**src/rtl/dise_params.svh**
```systemverilog
// constants for the decrement/increment/skip/branch execution block
// assumes inclusion by rtl files only; definitions only
`ifndef DISE_PARAMS_SVH
`define DISE_PARAMS_SVH
`define DISE_OP_DSZ      6'h0b
`define DISE_OP_DSNZ     6'h13
`define DISE_OP_ISZ      6'h0f
`define DISE_OP_INC      6'h0a
`define DISE_OP_DEC      6'h01
`define DISE_OP_BR1      8'hef
`define DISE_OP_BR2      4'hf
`define DISE_OP_DAA      16'h0007
`define DISE_OP_MOVFF    4'hc
`define DISE_OP_CALL_S   8'hec
`define DISE_OP_CALL_F   8'hed
`define DISE_OP_LDPTR    10'h3b8
`define DISE_IDX_MAX     8'h5f
`define DISE_BCD_LIMIT   4'h9
`define DISE_BCD_ADJ     4'h6
`endif

```
**src/rtl/dise_pkg.sv**
```systemverilog
// types shared by the execution block
// assumes the params header is included beside it
package dise_pkg;
    typedef enum logic [1:0] {
        DISE_EXEC  = 2'b00,
        DISE_FLUSH = 2'b01,
        DISE_FLUSH2 = 2'b10
    } dise_state_t;
endpackage : dise_pkg

```
**src/rtl/dise_alu.sv**
```systemverilog
// combinational arithmetic for the execution block
// assumes operands are valid in the same cycle
`timescale 1ns/1ns
`default_nettype none
`include "dise_params.svh"
module dise_alu (
    input  wire logic [7:0] operand,
    input  wire logic       do_inc,
    input  wire logic [7:0] acc,
    input  wire logic       carry_in,
    input  wire logic       dcarry_in,
    output logic      [7:0] result,
    output logic      [7:0] bcd_result,
    output logic            bcd_carry
);
    logic [4:0] lo_sum;
    logic [4:0] hi_sum;
    // plain +1 / -1 on the file operand
    assign result = do_inc ? operand + 8'h01 : operand - 8'h01;
    // decimal adjust of the accumulator
    always_comb begin
        lo_sum = {1'b0, acc[3:0]};
        if (acc[3:0] > `DISE_BCD_LIMIT || dcarry_in) begin
            lo_sum = {1'b0, acc[3:0]} + {1'b0, `DISE_BCD_ADJ};
        end
        hi_sum = {1'b0, acc[7:4]} + {4'h0, lo_sum[4]};
        if (acc[7:4] > `DISE_BCD_LIMIT || carry_in) begin
            hi_sum = hi_sum + {1'b0, `DISE_BCD_ADJ};
        end
    end
    assign bcd_result = {hi_sum[3:0], lo_sum[3:0]};
    assign bcd_carry  = hi_sum[4] | carry_in;
endmodule : dise_alu
`default_nettype wire

```
**src/rtl/dise_exec.sv**
```systemverilog
// execution of dec/inc skip group, absolute branch and decimal adjust tail
// assumes one instruction word per cycle from fetch, file data read combinationally
// Contract
// - decrement file, skip when result zero
// - decrement file, skip when result nonzero
// - taken skip flushes fetched word as no-op
// - destination bit picks accumulator or file
// - access bit picks access bank or bank
// - extended mode indexes low access addresses
// - two-word branch loads counter in the same cycle its second word shows as no-op
// - decimal adjust nibbles by six with carries
`timescale 1ns/1ns
`default_nettype none
`include "dise_params.svh"
module dise_exec #(
    parameter int PC_W = 21
) (
    input  wire logic            clk,
    input  wire logic            rst,
    input  wire logic            instr_valid,
    input  wire logic [15:0]     instr_word,
    input  wire logic            ext_mode,
    input  wire logic [3:0]      bank_select_reg,
    input  wire logic [11:0]     index_base,
    input  wire logic [7:0]      file_rdata,
    input  wire logic [7:0]      acc_in,
    input  wire logic            carry_flag,
    input  wire logic            digit_carry_flag,
    output logic      [11:0]     file_addr_ff,
    output logic                 file_we_ff,
    output logic      [7:0]      file_wdata_ff,
    output logic                 acc_we_ff,
    output logic      [7:0]      acc_wdata_ff,
    output logic                 carry_we_ff,
    output logic                 carry_out_ff,
    output logic                 pc_load_ff,
    output logic      [PC_W-1:0] pc_target_ff,
    output logic                 nop_cycle_ff
);
    // branch target is wired for a 21-bit counter only; other widths are refused
    if (PC_W != 21) begin : g_pc_w_check
        $error("dise_exec: program counter must be 21 bits");
    end

    dise_pkg::dise_state_t state_ff;
    dise_pkg::dise_state_t nxt_state;
    logic [7:0] br_low_ff;
    logic       br_pending_ff;
    logic [7:0] alu_res;
    logic [7:0] bcd_res;
    logic       bcd_c;
    logic       is_dsz;
    logic       is_dsnz;
    logic       is_isz;
    logic       is_inc;
    logic       is_dec;
    logic       is_file_op;
    logic       is_daa;
    logic       is_br1;
    logic       take_skip;
    logic [11:0] eff_addr;

    // two-word opcodes: branch, move-file-to-file, call, load pointer
    // a miss here makes a skip flush one word too few
    function automatic logic first_of_two(input logic [15:0] w);
        logic hit;
        hit = w[15:8] == `DISE_OP_BR1;               // absolute branch
        hit = hit || w[15:12] == `DISE_OP_MOVFF;     // file-to-file move
        hit = hit || w[15:8] == `DISE_OP_CALL_S;     // call, plain return
        hit = hit || w[15:8] == `DISE_OP_CALL_F;     // call, fast return
        hit = hit || w[15:6] == `DISE_OP_LDPTR;      // load pointer, any pointer
        first_of_two = hit;
    endfunction : first_of_two

    // address formation for a byte-oriented operand
    function automatic logic [11:0] file_address(input logic [7:0] f, input logic acc_bit,
                                                 input logic ext, input logic [3:0] bank,
                                                 input logic [11:0] base);
        if (!acc_bit && ext && f <= `DISE_IDX_MAX) begin
            file_address = base + {4'h0, f};
        end else if (!acc_bit) begin
            file_address = f[7] ? {4'hf, f} : {4'h0, f};
        end else begin
            file_address = {bank, f};
        end
    endfunction : file_address

    // decode runs every cycle; only execute state acts on it, and flush state decodes words only as two-word heads or as the branch second word
    assign is_dsz     = instr_word[15:10] == `DISE_OP_DSZ;
    assign is_dsnz    = instr_word[15:10] == `DISE_OP_DSNZ;
    assign is_isz     = instr_word[15:10] == `DISE_OP_ISZ;
    assign is_inc     = instr_word[15:10] == `DISE_OP_INC;
    assign is_dec     = instr_word[15:10] == `DISE_OP_DEC;
    assign is_file_op = is_dsz | is_dsnz | is_isz | is_inc | is_dec;
    assign is_daa     = instr_word == `DISE_OP_DAA;
    assign is_br1     = instr_word[15:8] == `DISE_OP_BR1;
    assign eff_addr   = file_address(instr_word[7:0], instr_word[8], ext_mode, bank_select_reg, index_base);
    // no lookahead from fetch: the flush length is judged from the word that
    // arrives in the first flush cycle, so fetch must not reorder words there

    dise_alu u_alu (
        .operand    (file_rdata),
        .do_inc     (is_isz | is_inc),
        .acc        (acc_in),
        .carry_in   (carry_flag),
        .dcarry_in  (digit_carry_flag),
        .result     (alu_res),
        .bcd_result (bcd_res),
        .bcd_carry  (bcd_c)
    );

    // skip decision from the fresh result
    // increment-and-skip tests for zero like the decrement form
    always_comb begin
        take_skip = 1'b0;
        if (is_dsz || is_isz) begin
            take_skip = alu_res == 8'h00;
        end else if (is_dsnz) begin
            take_skip = alu_res != 8'h00;
        end
    end

    // sequencer: flushes and branch second word
    always_comb begin
        nxt_state = state_ff;
        unique case (state_ff)
            dise_pkg::DISE_EXEC: begin
                if (instr_valid && (is_file_op && take_skip || is_br1)) begin
                    nxt_state = dise_pkg::DISE_FLUSH;
                end
            end
            // a branch second word never counts as a two-word head
            dise_pkg::DISE_FLUSH: begin
                if (instr_valid && first_of_two(instr_word) && !br_pending_ff) begin
                    nxt_state = dise_pkg::DISE_FLUSH2;
                end else if (instr_valid) begin
                    nxt_state = dise_pkg::DISE_EXEC;
                end
            end
            dise_pkg::DISE_FLUSH2: begin
                if (instr_valid) begin
                    nxt_state = dise_pkg::DISE_EXEC;
                end
            end
            default: nxt_state = dise_pkg::DISE_EXEC;
        endcase
    end

    // state register, cleared by reset
    always_ff @(posedge clk) begin
        if (rst) begin
            state_ff <= dise_pkg::DISE_EXEC;
        end else begin
            state_ff <= nxt_state;
        end
    end

    // branch low byte held for the second word
    always_ff @(posedge clk) begin
        if (rst) begin
            br_pending_ff <= 1'b0;
            br_low_ff     <= 8'h00;
        end else if (instr_valid && state_ff == dise_pkg::DISE_EXEC && is_br1) begin
            br_pending_ff <= 1'b1;
            br_low_ff     <= instr_word[7:0];
        end else if (instr_valid && state_ff == dise_pkg::DISE_FLUSH) begin
            br_pending_ff <= 1'b0;
        end
    end

    // program counter load on the branch second word
    // target holds except on the word after a branch first word, so the counter side may take it late
    always_ff @(posedge clk) begin
        if (rst) begin
            pc_load_ff   <= 1'b0;
            pc_target_ff <= '0;
        end else begin
            pc_load_ff <= instr_valid && state_ff == dise_pkg::DISE_FLUSH && br_pending_ff
                          && instr_word[15:12] == `DISE_OP_BR2;
            if (instr_valid && br_pending_ff && state_ff == dise_pkg::DISE_FLUSH) begin
                pc_target_ff <= {instr_word[11:0], br_low_ff, 1'b0};
            end
        end
    end

    // no-op marker for flushed cycles
    always_ff @(posedge clk) begin
        if (rst) begin
            nop_cycle_ff <= 1'b0;
        end else begin
            nop_cycle_ff <= instr_valid && state_ff != dise_pkg::DISE_EXEC;
        end
    end

    // destination writes
    // data paths load every cycle; only the write enables are qualified
    always_ff @(posedge clk) begin
        if (rst) begin
            file_addr_ff  <= 12'h000;
            file_we_ff    <= 1'b0;
            file_wdata_ff <= 8'h00;
            acc_we_ff     <= 1'b0;
            acc_wdata_ff  <= 8'h00;
            carry_we_ff   <= 1'b0;
            carry_out_ff  <= 1'b0;
        end else begin
            file_addr_ff  <= eff_addr;
            file_wdata_ff <= alu_res;
            acc_wdata_ff  <= is_daa ? bcd_res : alu_res;
            carry_out_ff  <= bcd_c;
            if (instr_valid && state_ff == dise_pkg::DISE_EXEC) begin
                file_we_ff  <= is_file_op && instr_word[9];
                acc_we_ff   <= is_file_op && !instr_word[9] || is_daa;
                carry_we_ff <= is_daa;
            end else begin
                file_we_ff  <= 1'b0;
                acc_we_ff   <= 1'b0;
                carry_we_ff <= 1'b0;
            end
        end
    end
endmodule : dise_exec
`default_nettype wire

```
**config.mk**
```make
export PLATFORM = sky130hd
export DESIGN_NAME = dise_exec
export DESIGN_NICKNAME = d
export VERILOG_FILES = /design/src/rtl/dise_pkg.sv /design/src/rtl/dise_alu.sv /design/src/rtl/dise_exec.sv
export VERILOG_INCLUDE_DIRS = /design/src /design/src/rtl
export SDC_FILE = /design/constraint.sdc
export NUM_CORES = 1
export LEC_CHECK = 0
export BUFFER_PORTS_ARGS = -buffer_cell sky130_fd_sc_hd__clkbuf_2
export CORE_ASPECT_RATIO = 1.5
export CORE_UTILIZATION = 46
export DETAILED_ROUTE_END_ITERATION = 12
export GPL_TIMING_DRIVEN = 0
export PLACE_DENSITY = 0.78
export SLEW_MARGIN = 20
export SYNTH_ARGS = -nofsm -noshare
export SYNTH_HDL_FRONTEND = slang
export SYNTH_HIERARCHICAL = 1
export SYNTH_SLANG_ARGS = --single-unit
```
**constraint.sdc**
```tcl
create_clock -name clk -period 3 [get_ports clk]
set_clock_uncertainty 0.15 [all_clocks]
set_input_delay 0.3 -clock clk [delete_from_list [all_inputs] [get_ports clk]]
set_output_delay 0.3 -clock clk [all_outputs]
set_load 0.02 [all_outputs]
```
---- Yosys cells after proc, flatten, opt, wreduce, memory -nomap -nowiden ----
Cells that the tools add are included.
storage, ports and cells
  logic and storage cells ................. 93
  register bits after elaboration ......... 65
  input port bits ......................... 54
  output and inout bits ................... 55
cells by class
  equal/unequal tests ..................... 15
  add/subtract/negate cells ............... 6
  bitwise gates (word level) .............. 7
  $lt $le $gt $ge ......................... 3
  reduce and logical (&&, ||, !) cells .... 34
  multiplexer cells ....................... 15
operator list
  kind                  number
  $mux 12               3
  $eq 8x8->1 const B    3
  $eq 6x4->1 const B    3
  $eq 16x3->1 const B   1
  $logic_and 1x1->1     16
  $mux 8                2
  $add 12x8->12         1
  $eq 10x10->1 const B  1
  $mux 5                2
  $logic_or 1x1->1      9
  $add 8x1->8 const B   1
  $eq 4x4->1 const B    2
  $gt 4x4->1 const B    2
  $le 8x7->1 const B    1
  $logic_not 8->1       1
  $reduce_bool 8->1     1
  $sub 8x1->8 const B   1
  $eq 6x1->1 const B    1
  $eq 6x5->1 const B    1
  $mux 2                3
  $or 1x1->1            6
  $pmux 2 s3            1
  $add 4x1->5           1
  $add 4x3->5 const B   1
  other kinds (10)      16

---- Longest topological paths before layout ----
Gate-level depths: netlist of the first run.
  depth in word-level cells ............... 11
  gate-level depth with buffers ........... 14
  mapped depth without buffers ............ 13

---- Modules after synthesis ----
The synthesis of the first run kept the hierarchy.
by module, submodules not included
  module     sequential area each (um^2)  area an instance (um^2)  instances  cells each
  dise_exec  1301.2                       2781.4                   1          312
  dise_alu   0.0                          544.3                    1          73

---- Least setup slack after synthesis of the first run ----
OpenSTA, ideal clock, no wires.
  kind .................................... input -> register
  start point ............................. in instr_word[10]
  end point ............................... reg state_ff[0]
  data required time ...................... 2.781 ns
  buffers on the path ..................... 1
  setup time .............................. 0.069 ns
  path slack .............................. 0.169 ns
  arrival ................................. 2.612 ns
  cell stages on the path ................. 14
  cells stage by stage .................... clkbuf_1 xnor2_1 and4b_1 inv_1 fa_1 a21oi_1 o211ai_1 a21oi_1 xnor2_1 nor4_1 nand2_1 mux2i_1 o21a_1 o21ai_1
on the way
  word-level cells in the longest chain between the ends .. 10
  elaborated cells between the ends (all ways) .. 32
  classes of those cells .................. 10 x eq/ne; 5 x mux; 5 x bitwise; 12 x reduce/logical
RTL lines
  what                      RTL line          text
  start: declaration        dise_exec.sv:21   input wire logic [15:0] instr_word,
  $eq 6x4->1 (no line)      -
  $or 1x1->1 (*)            dise_exec.sv:103  .do_inc (is_isz | is_inc),
  $mux 8 (*)                dise_alu.sv:19    assign result = do_inc ? operand + 8'h01 : operand - 8'h01;
  net alu_res[6]            dise_exec.sv:49   logic [7:0] alu_res;
  $reduce_bool 8->1         dise_exec.sv:119  take_skip = alu_res != 8'h00;
  $mux 1                    dise_exec.sv:118  end else if (is_dsnz) begin
  $mux 1 (*)                dise_exec.sv:116  if (is_dsz || is_isz) begin
  $logic_and 1x1->1 (*)     dise_exec.sv:128  if (instr_valid && (is_file_op && take_skip || is_br1)) begin
  $logic_or 1x1->1 (*)      dise_exec.sv:128
  $logic_and 1x1->1 (*)     dise_exec.sv:128
  $ne 2x2->1 (no line) (*)  -
  end signal: assignment    dise_exec.sv:152  state_ff <= dise_pkg::DISE_EXEC;
  end signal: assignment    dise_exec.sv:154  state_ff <= nxt_state;
  end: declaration          dise_exec.sv:45   dise_pkg::dise_state_t state_ff;
Mark *: on every way through the listed nets, which the timed path passes. The rest lies on a longest branch.
A chain may end at the register's enable or synchronous reset.

---- Worst setup path in the final report of the first run ----
  start point ............................. in instr_word[13]
  end point ............................... reg state_ff[0]
Same word-level chain as after synthesis.

==> results of run 1 <==
routing by layer:
| layer | part of all wire | up-vias |
|---|---|---|
| met5 | 0 | - |
| met4 | 0.029 | 0 |
| met3 | 0.071 | 22 |
| met2 | 0.52 | 146 |
| met1 | 0.38 | 1511 |
| li1 | - | 1569 |
final cells by class:
cell class / instances / area [sq um]
buffer: 20 / 98.8
clock buffer: 10 / 138
clock inverter: 5 / 80.1
fill: 638 / 2770
inverter: 10 / 37.5
multi-input combinational: 290 / 1910
sequential: 65 / 1300
tap: 78 / 97.6
timing repair buffer: 102 / 510
state kept, by name, summed over array words and instances (netlist names), 2 cells and up:
register / flops
acc_wdata_ff: 8
br_low_ff: 8
file_addr_ff: 12
file_wdata_ff: 8
pc_target_ff: 20
state_ff: 2
stage by stage:
step	cell area, sq um	power, mW
4_1_cts	4150	2.13
3_5_place_dp	3930	1.31
2_1_floorplan	3330	1.17
5_1_grt	4180	2.21
3_3_place_gp	3930	1.30
6_report	4180	2.12
logic make-up after synthesis:
family / count (synthesis) / synth area share
compound gates: 82 / 0.158
simple gates: 148 / 0.219
buf+inv: 30 / 0.0406
xor+xnor: 19 / 0.0500
fa+ha+maj: 20 / 0.0798
other cells: 1 / 0.00113
flops: 65 / 0.391
mux: 20 / 0.0602
worst max-delay path, delay by kind of cell:
kind	cells	cell delay (ns)
AO/OA/AOI/OAI	5	0.82
XOR/XNOR	1	0.14
adder cells (fa/ha/maj)	1	0.44
buffers and inverters	2	0.30
multiplexers	1	0.14
AND/OR/NAND/NOR	4	0.84
how the worst min path moves through the flow:
stage	start	endpoint	slack, ns	cells after the start
CTS	acc_in[0]	acc_wdata_ff[0]	0.04	3
finish	acc_in[0]	acc_wdata_ff[0]	0.05	3
detailed placement	pc_target_ff[2]	pc_target_ff[2]	0.30	2
floorplan	instr_word[15]	file_we_ff	0.23	1
global placement	pc_target_ff[4]	pc_target_ff[4]	0.29	2
global route	acc_in[0]	acc_wdata_ff[0]	0.07	3
what timing repair did:
item / in CTS / in global routing
buffers inserted: 0 / 0
endpoints found under the setup margin: 0 / 1
gates resized for setup: 0 / 6
power by group:
group	internal [mW]	switching, mW	leakage, nW	total [mW]
registers	0.897	0.0102	0.532	0.907
logic	0.158	0.234	1.22	0.392
clock network	0.484	0.340	0.104	0.824
total	1.54	0.584	1.86	2.12
synth_stat cells, types with 2 or more instances:
cell type	n	area, sq um
nor3_1	2	10.0
a211oi_1	2	15.0
nand3b_1	3	22.5
xnor2_1	12	105
a21o_1	3	22.5
nor3b_1	4	30.0
o22ai_1	3	18.8
nand3_1	6	30.0
inv_1	10	37.5
nor4_1	8	50.1
buf_2	3	15.0
nand2b_1	4	25.0
a22o_1	2	17.5
buf_1	2	7.51
nor2b_1	12	75.1
and4b_1	2	20.0
nand2_2	2	12.5
o211ai_1	3	22.5
nand4_1	2	12.5
o32ai_1	2	17.5
and2_1	2	12.5
fa_1	2	40.0
a311o_1	2	20.0
nand2_1	55	206
xor2_1	7	61.3
buf_4	3	22.5
o21ai_0	11	55.1
a22oi_1	2	15.0
a21oi_1	37	185
o21a_1	3	22.5
mux2i_1	20	200
clkbuf_1	11	41.3
ha_1	18	225
nor2_1	39	146
dfxtp_1	65	1300
==> results by group, run 1 <==
Logic synthesis
  • Synth Flop Type: dfxtp_1
  • Post-Syn Nets: between 400 and 500
  • Post-synth cell types: 56
  • Synth warnings: 6
  • Ys async rst share: 0
  • Synth Cell Area: 0.00333 sq mm
  • Synth Register Bits: 65
  • Syn Area/Cell: about 8.6 sq um
  • Register area share after synthesis: 0.391
  • Number of enable flip-flop cells after synthesis: 0
  • Synthesized instance count: between 300 and 400

Global route
  • Routing usage on met3: 0.0626
  • Met2 GRT Util: 0.429
  • Vias in the first global route: just over 3,000
  • Grt total ovfl: 0
  • Initial antenna violation count: 0
  • First-pass GRT wire length: between 10 and 15 mm
  • Total GRT Usage: 0.239
  • Largest net degree at the start of global routing: 12
  • GRT busiest layer: met2
  • GR met1 Demand/Resource: 0.249

Placed design
  • Dpl hpwl: between 6 and 7 mm
  • GPL Wtd Cong: about 0.91
  • I/O Buffers: approximately 100
  • Pre-CTS WS: -0.290 ns
  • Placed insts: around 570

Timing
  • F_max: 350 MHz
  • Max_slew headroom: 0.600
  • RSZ-0062 raised after global routing: false
  • Final hold violations: 0
  • Period utilization: 0.952
  • Worst slew pin tran: 0.599 ns
  • Setup WS post-layout: ~0.14 ns
  • Setup TNS: 0 ns
  • # setup viols final: 0
  • Slew Limit Fails: 0
  • Hold Slack: 0.0524 ns
  • Min Tclk post-route: 2.86 ns

Clock tree
  • TritonCTS clock tree: done
  • Hold Buf Count CTS: 0
  • Clk slew on worst S/H paths: ~0.080 ns
  • H-tree depth: 3
  • Total CTS buffers: 9
  • CTS root buf: clkbuf_8
  • Clock latency at the later pin of the worst-skew pair: roughly 0.34 ns
  • Max clock buf depth: 2
  • Clock sink count: 65

Setup path
  • Worst r2r dst: pc_target_ff[17]
  • CP peak stage delay: between 0.4 and 0.5 ns
  • FF-to-FF Start: state_ff[0]
  • Worst EP arrival: slightly below 3 ns
  • CP max-delay cell: fa_1
  • Critical-path cell list: clkbuf_2 > nor2b_2 > and4b_1 > inv_1 > fa_1 > a21oi_2 > o211ai_1 > a21oi_1 > xnor2_1 > nor4_2 > nand2_1 > mux2i_1 > o21a_1 > o21ai_1
  • Worst-path maximum fanout: 7
  • Critical Path RT: ~3.1 ns
  • Crit path from: instr_word[13]
  • CP startpoint kind: input pin
  • Worst reg2reg setup slack: 1.24 ns
  • Setup CP Type: in2reg
  • CP Capture Point: state_ff[0]
  • Crit path capture type: register
  • Worst Reg-to-Reg Cells: 6

Detailed routing
  • DRT iter0 DRCs: 167
  • WL/cell: ~15 um
  • Antenna-violating nets left: 0
  • Drt drc: 0
  • Final WL: approximately 8.9 mm
  • TritonRoute pass-1 iters: 4
  • Via count: between 3,000 and 4,000
  • Routed vias/inst: roughly 5.6

Cells and area
  • Util after Layout: 0.601
  • Fraction of layout cells with a size suffix above 1: 0.275
  • Most frequent cells in the layout: clkbuf_2, dfxtp_1, nand2_1
  • Nets: ~570
  • Final non-filler cell total: 580
  • Diodes inserted: 0
  • Commonest non-fill, non-tap cell in the layout: clkbuf_2
  • Area growth from synthesis to layout: 25.5%

Worst hold path
  • Hold crit path type: in2reg

Floorplanning
  • Full die area: between 0.007 and 0.008 sq mm
  • IO Pins: 109
  • FP Rows: 37
  • Core footprint: ~0.007 sq mm
  • Initial Util: 0.479
  • Die X: just over 70 um
  • Die height: roughly 110 um

Pwr
  • Static leakage: roughly 1.9 nW
  • Cell Pwr Density: around 500 mW/mm^2
  • VDD IR-drop max: slightly above 0.0003 V

Status
  • Status: finished clean

Job
  • Max Cap Violations: 0
Note: power is estimated with default switching activity, not from simulation.
==> run 2: changes to the inputs <==
Settings changed: PLACE_DENSITY 0.78 to 0.77, SKIP_CTS_REPAIR_TIMING set to 1.
==> run 2 against run 1 <==
Net effect:
- cell count increased by 0.17%
- register-to-register slack about the same
- critical endpoint unchanged
- global-route usage increased by 0.10 points
- sequential cell count unchanged
- clock-buffer cell count increased by 1
- total power decreased by 4.2%
- non-clock buffer count unchanged
- core utilization decreased by 0.31 points
- highest routed layer unchanged
- largest cell class unchanged
- clock power decreased by 11%
- via count decreased by 2.3%
- fmax increased by 0.89%
- largest power group unchanged
- hold slack got worse by 0.0074 ns
==> results by group, run 2 (synthesis gave the netlist of run 1 again) <==
Cells and area
  • Diodes inserted: 0
  • Most frequent cells in the layout: clkbuf_2, dfxtp_1, nand2_1
  • Area growth from synthesis to layout: 24.9%
  • Commonest non-fill, non-tap cell in the layout: clkbuf_2
  • Final non-filler cell total: 581
  • Largest reg by FF count: pc_target_ff
  • Biggest regs: pc_target_ff x20, file_addr_ff x12
  • Util after Layout: 0.598
  • Fraction of layout cells with a size suffix above 1: 0.276
  • Nets: ~570
  • Fillers: roughly 640
  • Max reg flops: 20

Timing
  • RSZ-0062 raised after global routing: false
  • F_max: about 350 MHz
  • Max_slew headroom: 0.608
  • Worst slew pin tran: a little under 0.6 ns
  • Hold Slack: roughly 0.045 ns
  • # setup viols final: 0
  • Period utilization: 0.943
  • Min Tclk post-route: 2.83 ns
  • Slew Limit Fails: 0
  • Final hold violations: 0

Pwr
  • VDD IR-drop max: 0.000345 V
  • Power, Total: 2.03 mW
  • Static leakage: 1.85 nW
  • Cell Pwr Density: 490 mW/mm^2

Global route
  • Vias in the first global route: roughly 3,000
  • Initial antenna violation count: 0
  • Grt total ovfl: 0
  • First-pass GRT wire length: about 14 mm
  • Largest net degree at the start of global routing: 12
  • Total GRT Usage: 0.240

Setup path
  • CP max-delay cell: a211oi_2
  • Worst EP arrival: between 2 and 3 ns
  • Critical-path cell list: clkbuf_2 > xnor2_1 > and4b_1 > inv_2 > ha_1 > a211oi_2 > o311ai_4 > o31ai_2 > xnor2_1 > nor4_1 > nand2_1 > mux2i_1 > o21a_1 > o21ai_1
  • Worst reg2reg setup slack: about 1.3 ns
  • Setup CP Type: in2reg
  • Worst-path maximum fanout: 8
  • Critical Path RT: 3.12 ns
  • Crit path from: instr_word[10]
  • Worst Reg-to-Reg Cells: 6
  • CP Capture Point: state_ff[0]
  • CP peak stage delay: around 0.34 ns
  • FF-to-FF Start: state_ff[0]
  • CP startpoint kind: input pin
  • Cell mode on critical path: xnor2_1
  • Worst r2r dst: pc_target_ff[19]
  • Crit path capture type: register

Floorplanning
  • FP Rows: 37
  • Core footprint: just under 0.007 sq mm
  • Initial Util: 0.479
  • Die X: 71.4 um
  • Full die area: about 0.0076 sq mm
  • IO Pins: 109
  • Die height: around 110 um

Clock tree
  • Clock latency at the later pin of the worst-skew pair: around 0.34 ns
  • TritonCTS clock tree: done
  • Clk slew on worst S/H paths: 0.07 ns
  • H-tree depth: 3
  • Max clock buf depth: 2
  • Total CTS buffers: 9
  • Clock sink count: 65
  • CTS root buf: clkbuf_8

Placed design
  • Dpl hpwl: 6.69 mm
  • I/O Buffers: between 100 and 150
  • GPL Wtd Cong: 0.872
  • Placed insts: 565

Detailed routing
  • Final WL: around 8.9 mm
  • Antenna-violating nets left: 0
  • Drt drc: 0
  • WL/cell: about 15 um
  • TritonRoute pass-1 iters: 5
  • DRT iter0 DRCs: approximately 180
  • Via count: about 3,200
  • Routed vias/inst: ~5.5

Worst hold path
  • Hold crit path type: in2reg

Job
  • Max Cap Violations: 0

Status
  • Status: finished clean
[run 2: worst min path at each step]
| stage | from | to | slack [ns] | cells past startpoint |
|---|---|---|---|---|
| 2_1_floorplan | instr_word[15] | file_we_ff | 0.23 | 1 |
| 3_3_place_gp | br_low_ff[1] | pc_target_ff[2] | 0.29 | 2 |
| 3_5_place_dp | br_low_ff[1] | pc_target_ff[2] | 0.30 | 2 |
| 4_1_cts | acc_in[0] | acc_wdata_ff[0] | 0.03 | 3 |
| 5_1_grt | acc_in[0] | acc_wdata_ff[0] | 0.06 | 3 |
| 6_report | acc_in[0] | acc_wdata_ff[0] | 0.05 | 3 |
[run 2: critical path: cells and delay by family]
kind                       cells  cell delay, ns
AOI/OAI and AO/OA              5            1.03
muxes                          1            0.14
buffers and inverters          2            0.27
adders and majority gates      1            0.33
xor gates and xnor gates       2            0.32
and+or+nand+nor                3            0.55
[run 2: per-layer routing]
metal  global-route usage  vias to the layer above  share of wire
met4                0.117                        0          0.021
met5                    0                        -              0
met1                0.250                     1479           0.39
li1                     -                     1572              -
met2                0.427                      106           0.53
met3               0.0758                       16          0.060
[run 2: area by class of cell]
| class | instances | area [sq um] | area share |
|---|---|---|---|
| multi-input combinational | 290 | 1910 | 0.460 |
| timing repair buffer | 102 | 510 | 0.123 |
| buffer | 20 | 98.8 | 0.0238 |
| inverter | 10 | 37.5 | 0.00904 |
| sequential | 65 | 1300 | 0.313 |
| clock inverter | 5 | 55.1 | 0.0133 |
| tap | 78 | 97.6 | 0.0235 |
| clock buffer | 11 | 141 | 0.0340 |
[run 2: through the flow]
step | TNS (ns) | cell area (sq um) | setup slack [ns]
5_1_grt | 0 | 4150 | 0.0546
6_report | 0 | 4150 | 0.170
2_1_floorplan | 0 | 3330 | 0.169
3_3_place_gp | -0.206 | 3930 | -0.206
4_1_cts | 0 | 4130 | 0.0460
3_5_place_dp | -0.298 | 3930 | -0.298
[run 2: report_power, final]
part           switching, mW  internal (mW)  total [mW]
combinational          0.234          0.159       0.393
sequential            0.0101          0.897       0.907
clock                  0.331          0.403       0.734
==> run 3: changes to the inputs <==
Settings changed: BUFFER_PORTS_ARGS -buffer_cell sky130_fd_sc_hd__clkbuf_2 to -buffer_cell sky130_fd_sc_hd__buf_2, SETUP_SLACK_MARGIN set to 0.15.
==> run 3 against run 2 <==
Net effect:
- largest cell class unchanged
- via count barely moved
- first-iteration DRC count down 19%
- cell count did not move
- critical endpoint unchanged
- total power fell by 5.2%
==> results by group, run 3 (synthesis gave the netlist of run 1 again) <==
Status
  • Status: finished clean

Setup path
  • Crit path capture type: register
  • FF-to-FF Start: state_ff[0]
  • Worst-path maximum fanout: 8
  • Setup CP Type: in2reg
  • Critical Path RT: between 3 and 4 ns
  • Crit path max-delay family: compound AO/OA/AOI/OAI gates
  • CP max-delay cell: ha_1
  • Worst EP arrival: 2.84 ns
  • Worst r2r dst: pc_target_ff[15]
  • Crit path from: instr_word[10]
  • Critical-path cell list: clkbuf_2 > xnor2_1 > and4b_1 > inv_2 > ha_1 > a211oi_2 > o311ai_2 > o31ai_2 > xnor2_1 > nor4_1 > nand2_1 > mux2i_1 > o21a_1 > o21ai_1
  • Worst Reg-to-Reg Cells: 6
  • Worst reg2reg setup slack: roughly 1.2 ns
  • CP startpoint kind: input pin
  • Cell mode on critical path: xnor2_1
  • Worst path buffer plus inverter count: 2
  • CP peak stage delay: 0.33 ns

Clock tree
  • Clock latency at the later pin of the worst-skew pair: approximately 0.34 ns
  • H-tree depth: 3
  • CTS root buf: clkbuf_8
  • Clock sink count: 65
  • TritonCTS clock tree: done
  • Clk slew on worst S/H paths: ~0.07 ns
  • Total CTS buffers: 9
  • Max clock buf depth: 2

Global route
  • Met2 GRT Util: 0.416
  • Largest net degree at the start of global routing: 12
  • Vias in the first global route: about 3,000
  • Routing usage on met3: 0.0720
  • Grt total ovfl: 0
  • GRT busiest layer: met2
  • GR met1 Demand/Resource: 0.238
  • Initial antenna violation count: 0
  • First-pass GRT wire length: between 10 and 15 mm
  • Total GRT Usage: 0.232

Cells and area
  • Most frequent cells in the layout: buf_2, dfxtp_1, nand2_1
  • Biggest regs: pc_target_ff x20, file_addr_ff x12
  • Area growth from synthesis to layout: 23.5%
  • Commonest non-fill, non-tap cell in the layout: buf_2
  • Max reg flops: 20
  • Largest reg by FF count: pc_target_ff
  • Design area: approximately 0.004 sq mm
  • Final non-filler cell total: just under 600
  • Nets: around 570
  • Fraction of layout cells with a size suffix above 1: 0.274
  • Diodes inserted: 0

Placed design
  • I/O Buffers: slightly above 100
  • Placed insts: roughly 570
  • Placement Cell Area: slightly below 0.004 sq mm
  • Dpl hpwl: between 6 and 7 mm
  • GPL Wtd Cong: just under 0.9

Floorplanning
  • FP Rows: 37
  • Initial Util: 0.479
  • Die height: 106 um
  • Full die area: about 0.0076 sq mm
  • Die X: between 70 and 80 um
  • IO Pins: approximately 110
  • Core footprint: about 0.0069 sq mm

Job
  • Max Cap Violations: 0

Worst hold path
  • Worst hold start: acc_in[0]
  • Worst hold endpoint: acc_wdata_ff[0]
  • Hold depth: 3
  • Hold crit path type: in2reg

Timing
  • Period utilization: 0.903
  • F_max: 369 MHz
  • Final hold violations: 0
  • Slew Limit Fails: 0
  • # setup viols final: 0
  • Hold Slack: 0.0432 ns
  • Worst slew pin tran: slightly below 0.6 ns
  • RSZ-0062 raised after global routing: false
  • Max_slew headroom: 0.603
  • Min Tclk post-route: about 2.7 ns

Pwr
  • VDD IR-drop max: about 0.00027 V
  • Power, Total: approximately 1.9 mW
  • Static leakage: between 1.5 and 2 nW
  • Cell Pwr Density: around 470 mW/mm^2

Detailed routing
  • Antenna-violating nets left: 0
  • TritonRoute pass-1 iters: 4
  • Via count: between 3,000 and 4,000
  • Routed vias/inst: 5.46
  • DRT iter0 DRCs: roughly 150
  • Drt drc: 0
  • Final WL: 8.72 mm
  • WL/cell: 15.0 um
[run 3: area by class of cell]
type / instances / area [sq um]
clock inverters: 5 / 32.5
flip-flops and latches: 65 / 1300
plain buffers: 20 / 98.8
fillers: 643 / 2840
well taps: 78 / 97.6
clock buffers: 11 / 131
inverters: 10 / 37.5
repair buffers: 102 / 510
multi-input cells: 290 / 1900
[run 3: per-stage QoR]
step	setup slack, ns	utilization	setup TNS, ns
3_5_place_dp	-0.245	0.566	-0.245
5_1_grt	0.158	0.592	0
6_report	0.290	0.592	0
3_3_place_gp	-0.208	0.566	-0.208
2_1_floorplan	0.169	-	0
4_1_cts	0.101	0.590	0
[run 3: worst max-delay path by stage]
stage	to	slack [ns]	cells after the start
final	state_ff[0]	0.29	14
after CTS	state_ff[0]	0.10	14
after global placement	state_ff[0]	-0.21	14
after detailed placement	state_ff[0]	-0.24	14
after global routing	state_ff[0]	0.16	14
after floorplan	state_ff[0]	0.17	14
[run 3: metal layers]
| layer | share of wire | routed length, um |
|---|---|---|
| met5 | 0 | 0 |
| met4 | 0.032 | 276 |
| met3 | 0.063 | 547 |
| met2 | 0.52 | 4500 |
| met1 | 0.39 | 3400 |
[run 3: report_power, final]
| group | total [mW] | internal (mW) | switching (mW) |
|---|---|---|---|
| logic | 0.388 | 0.158 | 0.229 |
| clock network | 0.635 | 0.297 | 0.338 |
| registers | 0.906 | 0.897 | 0.00904 |
[run 3: worst min-delay path: stages]
cell and delay [ns]:
buf_4 0.08, mux2i_1 0.05, nor2_1 0.07
